--- config.mk ---
export PLATFORM = sky130hd
export DESIGN_NAME = mpr_regs
export DESIGN_NICKNAME = d
export VERILOG_FILES = /design/src/rtl/mpr_pkg.sv /design/src/rtl/mpr_regs.sv
export SDC_FILE = /design/constraint.sdc
export NUM_CORES = 1
export LEC_CHECK = 0
export ABC_AREA = 1
export BUFFER_PORTS_ARGS = -buffer_cell sky130_fd_sc_hd__buf_2
export CORE_UTILIZATION = 50
export CTS_BUF_LIST = sky130_fd_sc_hd__clkbuf_8 sky130_fd_sc_hd__clkbuf_16
export DETAILED_ROUTE_END_ITERATION = 6
export PLACE_DENSITY = 0.74
export SLEW_MARGIN = 20
export SYNTH_ARGS = -nofsm -noshare
export SYNTH_HDL_FRONTEND = slang
export SYNTH_SLANG_ARGS = --single-unit
--- constraint.sdc ---
create_clock -name sys_clk -period 3.2 [get_ports sys_clk]
set_clock_uncertainty 0.15 [all_clocks]
set_input_delay 0.64 -clock sys_clk [delete_from_list [all_inputs] [get_ports sys_clk]]
set_output_delay 0.64 -clock sys_clk [all_outputs]
set_load 0.01 [all_outputs]
--- src/rtl/mpr_pkg.sv ---
package mpr_pkg;

  // ****************************************************************
  // Register addresses
  // ****************************************************************
  localparam logic [4:0] ADDR_ELECTRICAL_POSITION = 5'h02;
  localparam logic [4:0] ADDR_MARKED_POSITION     = 5'h03;
  localparam logic [4:0] ADDR_CURRENT_SPEED       = 5'h04;
  localparam logic [4:0] ADDR_ACCEL_RATE          = 5'h05;
  localparam logic [4:0] ADDR_DECEL_RATE          = 5'h06;
  localparam logic [4:0] ADDR_SPEED_CEILING       = 5'h07;
  localparam logic [4:0] ADDR_SPEED_FLOOR         = 5'h08;
  localparam logic [4:0] ADDR_HOLD_CURRENT        = 5'h09;
  localparam logic [4:0] ADDR_RUN_CURRENT         = 5'h0a;
  localparam logic [4:0] ADDR_ACCEL_CURRENT       = 5'h0b;
  localparam logic [4:0] ADDR_DECEL_CURRENT       = 5'h0c;
  localparam logic [4:0] ADDR_DECAY_FALL_TIMES    = 5'h0e;
  localparam logic [4:0] ADDR_MIN_ON_TIME         = 5'h0f;
  localparam logic [4:0] ADDR_FULLSTEP_THRESHOLD  = 5'h15;
  localparam logic [4:0] ADDR_STATUS              = 5'h19;

  // ****************************************************************
  // Reset values
  // ****************************************************************
  localparam logic [8:0]  RST_ELECTRICAL_POSITION = 9'h000;
  localparam logic [21:0] RST_MARKED_POSITION     = 22'h000000;
  localparam logic [11:0] RST_ACCEL_RATE          = 12'h08a;
  localparam logic [11:0] RST_DECEL_RATE          = 12'h08a;
  localparam logic [9:0]  RST_SPEED_CEILING       = 10'h041;
  localparam logic [12:0] RST_SPEED_FLOOR         = 13'h0000;
  localparam logic [9:0]  RST_FULLSTEP_THRESHOLD  = 10'h027;
  localparam logic [6:0]  RST_CURRENT_LEVEL       = 7'h29;
  localparam logic [7:0]  RST_DECAY_FALL_TIMES    = 8'h19;
  localparam logic [6:0]  RST_MIN_ON_TIME         = 7'h29;

  // ****************************************************************
  // Field layouts and special codes
  // ****************************************************************
  localparam int          EP_STEP_LSB       = 7;
  localparam int          FLOOR_MSB         = 11;
  localparam int          DECAY_LSB         = 4;
  localparam logic [11:0] ACCEL_INFINITE    = 12'hfff;
  localparam logic [9:0]  FULLSTEP_NEVER    = 10'h0ff;
  // Speed ceiling/threshold are 0.18, current speed is 0.28
  localparam int          SPEED_ALIGN_SHIFT = 10;
  localparam logic [19:0] HALF_LSB_0P18     = 20'h00200;
  localparam int          NOTPERF_BIT       = 7;

  // ****************************************************************
  // Timing
  // ****************************************************************
  localparam int SYS_CLK_MHZ   = 40;
  localparam int TICK_NS       = 250;
  localparam int TICK_CYCLES   = TICK_NS * SYS_CLK_MHZ / 1000;
  localparam int HALF_US_NS    = 500;
  localparam int HALF_US_CYCLES = HALF_US_NS * SYS_CLK_MHZ / 1000;

  // ****************************************************************
  // Types
  // ****************************************************************
  typedef enum logic [3:0] {
    MPR_STOPPED = 4'b0001,
    MPR_ACCEL   = 4'b0010,
    MPR_CONST   = 4'b0100,
    MPR_DECEL   = 4'b1000
  } mpr_motion_t;

  typedef struct packed {
    logic        wr;
    logic        rd;
    logic [4:0]  addr;
    logic [21:0] wdata;
  } mpr_access_t;

  typedef struct packed {
    logic [6:0]  torque_level;
    logic [8:0]  electrical_position;
    logic        infinite_accel;
    logic [11:0] ramp_accel;
    logic [11:0] ramp_decel;
    logic        fullstep_active;
    logic [3:0]  max_fast_decay_time;
    logic [3:0]  max_fall_step_time;
    logic [6:0]  min_on_time;
  } mpr_control_t;

endpackage

--- src/rtl/mpr_regs.sv ---
`timescale 1ns/1ps

// Operation
// - Electrical position: two MSBs are full step, seven LSBs microstep in 1/128.
// - Written electrical position reaches the control output two cycles after the write.
// - Stop-only registers ignore writes while running and raise not-performed flag.
// - Mark holds a 22-bit two's complement position.
// - Current speed is unsigned 0.28 steps per 250 ns tick.
// - Writes to current speed always rejected and raise not-performed flag.
// - Acceleration and deceleration are unsigned 0.40 steps per tick squared.
// - All-ones acceleration selects infinite acceleration mode.
// - Infinite acceleration ignores the deceleration register.
// - Maximum speed is unsigned 0.18 steps per tick.
// - Minimum speed uses bits 11..0 at 2^-24, bit 12 reads zero.
// - Minimum speed write while running raises not-performed flag.
// - Above threshold plus half LSB, switch to two-phase-on full stepping.
// - Threshold code 0x0ff keeps microstepping at all speeds.
// - Zero threshold is a real low threshold, not full-step mode.
// - Torque level from hold, run, accel or decel register by motion state.
// - Torque code n means (n+1) times 31.25 mA, passed on unchanged.
// - Decay/fall register: fast decay bits 7..4, fall step bits 3..0.
// - Minimum on time is a 7-bit code in half microsecond steps.
// - Stop-writable only when stopped, high-impedance-writable only at high impedance.
module mpr_regs (
  input  wire logic                  sys_clk,
  input  wire logic                  reset,
  input  wire mpr_pkg::mpr_access_t  access,
  output logic [21:0]                rdata,
  input  wire mpr_pkg::mpr_motion_t  motion,
  input  wire logic                  outputs_hiz,
  input  wire logic [19:0]           speed_in,
  input  wire logic                  electrical_position_advance,
  input  wire logic [8:0]            electrical_position_next,
  input  wire logic [6:0]            status_other,
  output mpr_pkg::mpr_control_t      control,
  output logic [21:0]                marked_position,
  output logic [9:0]                 speed_ceiling,
  output logic [12:0]                speed_floor
);

  // ****************************************************************
  // Storage
  // ****************************************************************
  logic [8:0]  electrical_position;
  logic [19:0] current_speed;
  logic [11:0] accel_rate;
  logic [11:0] decel_rate;
  logic [9:0]  fullstep_switch_threshold;
  logic [6:0]  hold_current_level;
  logic [6:0]  run_current_level;
  logic [6:0]  accel_current_level;
  logic [6:0]  decel_current_level;
  logic [7:0]  decay_fall_times;
  logic [6:0]  min_on_time;
  logic        command_not_performed_flag;
  logic        running;
  logic        stop_writable;
  logic        hiz_writable;
  logic        wr_rejected;
  logic [19:0] threshold_0p28;
  logic [6:0]  next_torque;

  function automatic logic hit(input logic [4:0] a, input logic [4:0] target);
    hit = a == target;
  endfunction

  // ****************************************************************
  // Write qualification
  // ****************************************************************
  assign running       = motion != mpr_pkg::MPR_STOPPED;
  assign stop_writable = !running;
  assign hiz_writable  = outputs_hiz;

  always_comb begin
    wr_rejected = 1'b0;
    if (access.wr) begin
      case (access.addr)
        mpr_pkg::ADDR_ELECTRICAL_POSITION,
        mpr_pkg::ADDR_ACCEL_RATE,
        mpr_pkg::ADDR_DECEL_RATE,
        mpr_pkg::ADDR_SPEED_FLOOR: wr_rejected = !stop_writable;
        mpr_pkg::ADDR_DECAY_FALL_TIMES,
        mpr_pkg::ADDR_MIN_ON_TIME: wr_rejected = !stop_writable || !hiz_writable;
        mpr_pkg::ADDR_CURRENT_SPEED: wr_rejected = 1'b1;
        default: wr_rejected = 1'b0;
      endcase
    end
  end

  // ****************************************************************
  // Not-performed flag
  // ****************************************************************
  always_ff @(posedge sys_clk) begin
    if (reset) begin
      command_not_performed_flag <= 1'b0;
    end else if (wr_rejected) begin
      command_not_performed_flag <= 1'b1;
    end else if (access.rd && hit(access.addr, mpr_pkg::ADDR_STATUS)) begin
      command_not_performed_flag <= 1'b0;
    end
  end

  // ****************************************************************
  // Electrical position
  // ****************************************************************
  always_ff @(posedge sys_clk) begin
    if (reset) begin
      electrical_position <= mpr_pkg::RST_ELECTRICAL_POSITION;
    end else if (access.wr && hit(access.addr, mpr_pkg::ADDR_ELECTRICAL_POSITION)
                 && !wr_rejected) begin
      electrical_position <= access.wdata[8:0];
    end else if (electrical_position_advance) begin
      electrical_position <= electrical_position_next;
    end
  end

  // ****************************************************************
  // Speed capture, read only
  // ****************************************************************
  always_ff @(posedge sys_clk) begin
    if (reset) begin
      current_speed <= 20'h00000;
    end else begin
      current_speed <= speed_in;
    end
  end

  // ****************************************************************
  // Profile registers
  // ****************************************************************
  always_ff @(posedge sys_clk) begin
    if (reset) begin
      marked_position           <= mpr_pkg::RST_MARKED_POSITION;
      accel_rate                <= mpr_pkg::RST_ACCEL_RATE;
      decel_rate                <= mpr_pkg::RST_DECEL_RATE;
      speed_ceiling             <= mpr_pkg::RST_SPEED_CEILING;
      speed_floor               <= mpr_pkg::RST_SPEED_FLOOR;
      fullstep_switch_threshold <= mpr_pkg::RST_FULLSTEP_THRESHOLD;
    end else if (access.wr && !wr_rejected) begin
      case (access.addr)
        mpr_pkg::ADDR_MARKED_POSITION: marked_position <= access.wdata;
        mpr_pkg::ADDR_ACCEL_RATE: accel_rate <= access.wdata[11:0];
        mpr_pkg::ADDR_DECEL_RATE: decel_rate <= access.wdata[11:0];
        mpr_pkg::ADDR_SPEED_CEILING: speed_ceiling <= access.wdata[9:0];
        mpr_pkg::ADDR_SPEED_FLOOR: begin
          speed_floor <= {1'b0, access.wdata[mpr_pkg::FLOOR_MSB:0]};
        end
        mpr_pkg::ADDR_FULLSTEP_THRESHOLD: begin
          fullstep_switch_threshold <= access.wdata[9:0];
        end
        default: begin
        end
      endcase
    end
  end

  // ****************************************************************
  // Current control registers
  // ****************************************************************
  always_ff @(posedge sys_clk) begin
    if (reset) begin
      hold_current_level  <= mpr_pkg::RST_CURRENT_LEVEL;
      run_current_level   <= mpr_pkg::RST_CURRENT_LEVEL;
      accel_current_level <= mpr_pkg::RST_CURRENT_LEVEL;
      decel_current_level <= mpr_pkg::RST_CURRENT_LEVEL;
      decay_fall_times    <= mpr_pkg::RST_DECAY_FALL_TIMES;
      min_on_time         <= mpr_pkg::RST_MIN_ON_TIME;
    end else if (access.wr && !wr_rejected) begin
      case (access.addr)
        mpr_pkg::ADDR_HOLD_CURRENT: hold_current_level <= access.wdata[6:0];
        mpr_pkg::ADDR_RUN_CURRENT: run_current_level <= access.wdata[6:0];
        mpr_pkg::ADDR_ACCEL_CURRENT: accel_current_level <= access.wdata[6:0];
        mpr_pkg::ADDR_DECEL_CURRENT: decel_current_level <= access.wdata[6:0];
        mpr_pkg::ADDR_DECAY_FALL_TIMES: decay_fall_times <= access.wdata[7:0];
        mpr_pkg::ADDR_MIN_ON_TIME: min_on_time <= access.wdata[6:0];
        default: begin
        end
      endcase
    end
  end

  // ****************************************************************
  // Derived control
  // ****************************************************************
  // Threshold aligned to 0.28 with the half LSB added
  assign threshold_0p28 = {fullstep_switch_threshold, 10'h000} + mpr_pkg::HALF_LSB_0P18;

  always_comb begin
    case (motion)
      mpr_pkg::MPR_STOPPED: next_torque = hold_current_level;
      mpr_pkg::MPR_ACCEL:   next_torque = accel_current_level;
      mpr_pkg::MPR_CONST:   next_torque = run_current_level;
      mpr_pkg::MPR_DECEL:   next_torque = decel_current_level;
      default:              next_torque = hold_current_level;
    endcase
  end

  always_ff @(posedge sys_clk) begin
    if (reset) begin
      control <= '0;
    end else begin
      control.torque_level        <= next_torque;
      control.electrical_position <= electrical_position;
      control.infinite_accel      <= accel_rate == mpr_pkg::ACCEL_INFINITE;
      control.ramp_accel          <= accel_rate;
      // Deceleration follows acceleration in infinite mode
      control.ramp_decel          <= (accel_rate == mpr_pkg::ACCEL_INFINITE) ?
                                     accel_rate : decel_rate;
      control.fullstep_active     <= (fullstep_switch_threshold != mpr_pkg::FULLSTEP_NEVER)
                                     && (current_speed > threshold_0p28);
      control.max_fast_decay_time <= decay_fall_times[7:mpr_pkg::DECAY_LSB];
      control.max_fall_step_time  <= decay_fall_times[mpr_pkg::DECAY_LSB-1:0];
      control.min_on_time         <= min_on_time;
    end
  end

  // ****************************************************************
  // Read data
  // ****************************************************************
  always_ff @(posedge sys_clk) begin
    if (reset) begin
      rdata <= 22'h000000;
    end else if (access.rd) begin
      case (access.addr)
        mpr_pkg::ADDR_ELECTRICAL_POSITION: rdata <= {13'h0000, electrical_position};
        mpr_pkg::ADDR_MARKED_POSITION:     rdata <= marked_position;
        mpr_pkg::ADDR_CURRENT_SPEED:       rdata <= {2'h0, current_speed};
        mpr_pkg::ADDR_ACCEL_RATE:          rdata <= {10'h000, accel_rate};
        mpr_pkg::ADDR_DECEL_RATE:          rdata <= {10'h000, decel_rate};
        mpr_pkg::ADDR_SPEED_CEILING:       rdata <= {12'h000, speed_ceiling};
        mpr_pkg::ADDR_SPEED_FLOOR:         rdata <= {9'h000, speed_floor};
        mpr_pkg::ADDR_FULLSTEP_THRESHOLD:  rdata <= {12'h000, fullstep_switch_threshold};
        mpr_pkg::ADDR_HOLD_CURRENT:        rdata <= {15'h0000, hold_current_level};
        mpr_pkg::ADDR_RUN_CURRENT:         rdata <= {15'h0000, run_current_level};
        mpr_pkg::ADDR_ACCEL_CURRENT:       rdata <= {15'h0000, accel_current_level};
        mpr_pkg::ADDR_DECEL_CURRENT:       rdata <= {15'h0000, decel_current_level};
        mpr_pkg::ADDR_DECAY_FALL_TIMES:    rdata <= {14'h0000, decay_fall_times};
        mpr_pkg::ADDR_MIN_ON_TIME:         rdata <= {15'h0000, min_on_time};
        mpr_pkg::ADDR_STATUS: begin
          rdata <= {14'h0000, command_not_performed_flag, status_other};
        end
        default:                           rdata <= 22'h000000;
      endcase
    end
  end

endmodule

==> results.txt <==
----------------------------------------------------
[Status]
  Status ... finished, final reports clean

[Die]
  Area of the core ... 19000 sq um
  Die area ... 20300 sq um
  Die width ... 142 um
  Site Rows ... 50
  Starting Density ... 0.518
  Height of the die ... 142 um
  I/O Pins ... 197

[Clock tree]
  Resized Gates After CTS ... 0
  Clock Sink Count ... 230
  H-tree level count ... 1
  Buffer cell driving the clock tree root ... clkbuf_16
  Num CTS Buffers ... 25
  Number of setup buffers added after CTS ... 0
  Worst-Skew Late Latency ... 520 ps
  TritonCTS clock tree ... yes
  Clock input transition at the sequential cells of the worst setup and hold paths ... 60 ps
  Number of hold buffers added after CTS ... 0
  CTS max path bufs ... 3

[Drt]
  Antenna Violating Nets Remaining ... 0
  Number of vias after detailed routing ... 9923
  Number of iterations in the first detailed-routing pass ... 5
  Number of DRC markers after the initial detailed-route iteration ... 966
  Detail-routed via count per cell ... 5.13
  Per-cell routed wire length ... 16.0 um
  WL final ... 30900 um
  DRC violation count after routing ... 0

[Power and ir drop]
  Net Sw Power ... 1.52 mW
  Total power divided by cell area ... 537 nW/um^2
  Static power due to leakage ... 6.48 nW
  Overall Power ... 6.36 mW
  Fraction of power spent switching nets ... 0.239
  Sequential power share ... 0.466
  Internal Pwr Total ... 4.84 mW
  Worst ir drop on vdd ... 0.407 mV
  Power share of the clock group ... 0.468
  Share of total power in combinational logic ... 0.066

[Synthesis]
  Synth Area per Inst ... 6.63 sq um
  Number of distinct library cell variants in the gate-level netlist after synthesis ... 29
  Synthesis warning total ... 0
  Synthesized net count ... 1569
  Portion of the post-synthesis area used by sequential elements ... 0.467
  Summed instance area of the synthesized netlist ... 9850 sq um
  Gate Count Post-Synth ... 1486
  Seq cells post-synth ... 230

[STA]
  Setup Viol. Count Final ... 0
  Fin crit share ... 0.825
  Final slew viol count ... 0
  Fmax ... 379 MHz
  Relative slew margins ... 0.458
  Hold Vio Cnt, Final ... 0
  Transition time at the pin with the least slew margin ... 813 ps
  RSZ-0062 raised after global routing ... false
  Clock period minus worst slack ... 2640 ps
  Fin Setup TNS ... 0 ps

[Global routing]
  Vias in the first global route ... 8877
  Global Route Usage Sum ... 0.304
  Maximum number of pins on one net before global-route repair ... 125
  Initial antenna violation count ... 0
  First-pass GRT wire length ... 47400 um
  Leftover overflow at the end of global routing ... 0

[Final layout]
  Fill cells ... 1833
  Number of nets in the finished design ... 1738
  Fraction of final layout cells with drive strength greater than 1 ... 0.163
  Area Overhead vs Synth ... 20.3%
  Diodes inserted ... 0

[Hold path]
  Type of the worst min-delay path ... in2reg

[Placed design]
  HPWL after DPL ... 21600 um
  Quantity of I/O buffers inserted on ports ... 195
  Final Wtd Congestion ... 1.03

[Setup path]
  Kind of start point of the critical path ... primary input
  Category of the critical setup timing path ... in2reg
  Setup slack, reg-to-reg ... 1310 ps
  Arrival time of the worst setup path ... 2940 ps
  CP Max Fanout ... 14
  Endpoint required time on the critical path ... 3500 ps
  Capturing element type of the critical path ... register

[Job]
  Max cap viols ... 0

----------------------------------------------------
final cells by class:
class,instances,area (sq um),share of cell area
clock buffers,30,694,0.0586
inverters,174,654,0.0552
clock inverters,15,164,0.0138
flip-flops and latches,230,4600,0.388
multi-input cells,1012,4290,0.362
repair buffers,212,1120,0.0944
well taps,260,325,0.0274
metal layers:
layer,routed length [um],GRT usage
met2,13900,0.480
met3,2890,0.0616
met5,0,0
met4,1240,0.133
met1,12800,0.401
power groups by stage:
stage	clock, mW	sequential (mW)	combinational [mW]
finish	2.98	2.96	0.421
global route	3.12	2.97	0.459
CTS	2.99	2.96	0.414
detailed placement	0	3.02	0.412
global placement	0	3.02	0.405
floorplan	0	3.03	0.220
stage by stage:
stage | instance area [sq um] | setup WS, ps | utilization | hold slack (ps) | std cells
global route | 11900 | 345 | 0.623 | 180 | 1933
finish | 11900 | 562 | 0.623 | 181 | 1933
floorplan | 9850 | 884 | - | 265 | 1486
detailed placement | 11000 | 159 | 0.578 | 284 | 1888
CTS | 11900 | 653 | 0.623 | 170 | 1933
global placement | 11000 | 307 | 0.578 | 290 | 1888
critical path, cell delays in order:
cell and delay [ps]:
buf_2 180, inv_2 120, nand3_1 210, nand2_1 100, nor2_1 160, nor2_2 60, nor2_2 500, nand3_1 560
inv_1 240, nand2_1 70, nand3_1 80
path summary, 6_finish.rpt:
path                                           from                  end  cells after the start
worst max-delay path                     access[26]  decay_fall_times[0]                     11
worst min-delay path                   speed_in[17]    current_speed[17]                      3
worst max register to register        accel_rate[9]          control[23]                      4
worst min register to register  decay_fall_times[0]           control[7]                      2
cell usage in the layout (no fill, tap or decap), types with 17 or more instances in the layout:
cell type and count:
nand4_1 28, nand2_1 476, a21oi_1 48, clkbuf_16 25, buf_4 17, dfxtp_1 230
nor2_1 298, buf_2 194, o21ai_0 39, inv_1 171, nand3_1 71
cell usage after synthesis:
cell,instances,area [sq um]
inv_1,169,634
nor2_2,7,43.8
buf_2,23,115
nand3_1,71,355
o21ai_0,39,195
a21oi_1,48,240
a221oi_1,1,8.76
buf_1,10,37.5
nand4_1,28,175
a31oi_1,2,12.5
clkbuf_1,34,128
ha_1,10,125
clkinv_1,1,3.75
a21oi_2,1,8.76
o22ai_1,10,62.6
buf_4,3,22.5
o311ai_0,1,8.76
nor2_4,1,11.3
nand2_1,476,1790
a22oi_1,3,22.5
nor4_1,5,31.3
nor2_1,298,1120
inv_2,4,15.0
conb_1,1,3.75
o211ai_1,3,22.5
nor3_1,2,10.0
nand3_2,4,40.0
a41oi_1,1,8.76
dfxtp_1,230,4600
sequential cells by signal, summed over array words and instances (netlist names), 8 cells and up:
register and count:
electrical_position 9, marked_position 22, control 57, decay_fall_times 8, speed_ceiling 10, decel_rate 12, speed_floor 12, current_speed 20
fullstep_switch_threshold 10, accel_rate 12, rdata 22
logic make-up after synthesis:
group	Yosys count	share of synthesized area
compound gates	109	0.0599
fa+ha+maj	10	0.0127
buf+inv	244	0.0970
flops	230	0.467
other cells	1	0.000381
simple gates	892	0.363
Power figures use the tool's default switching activity.
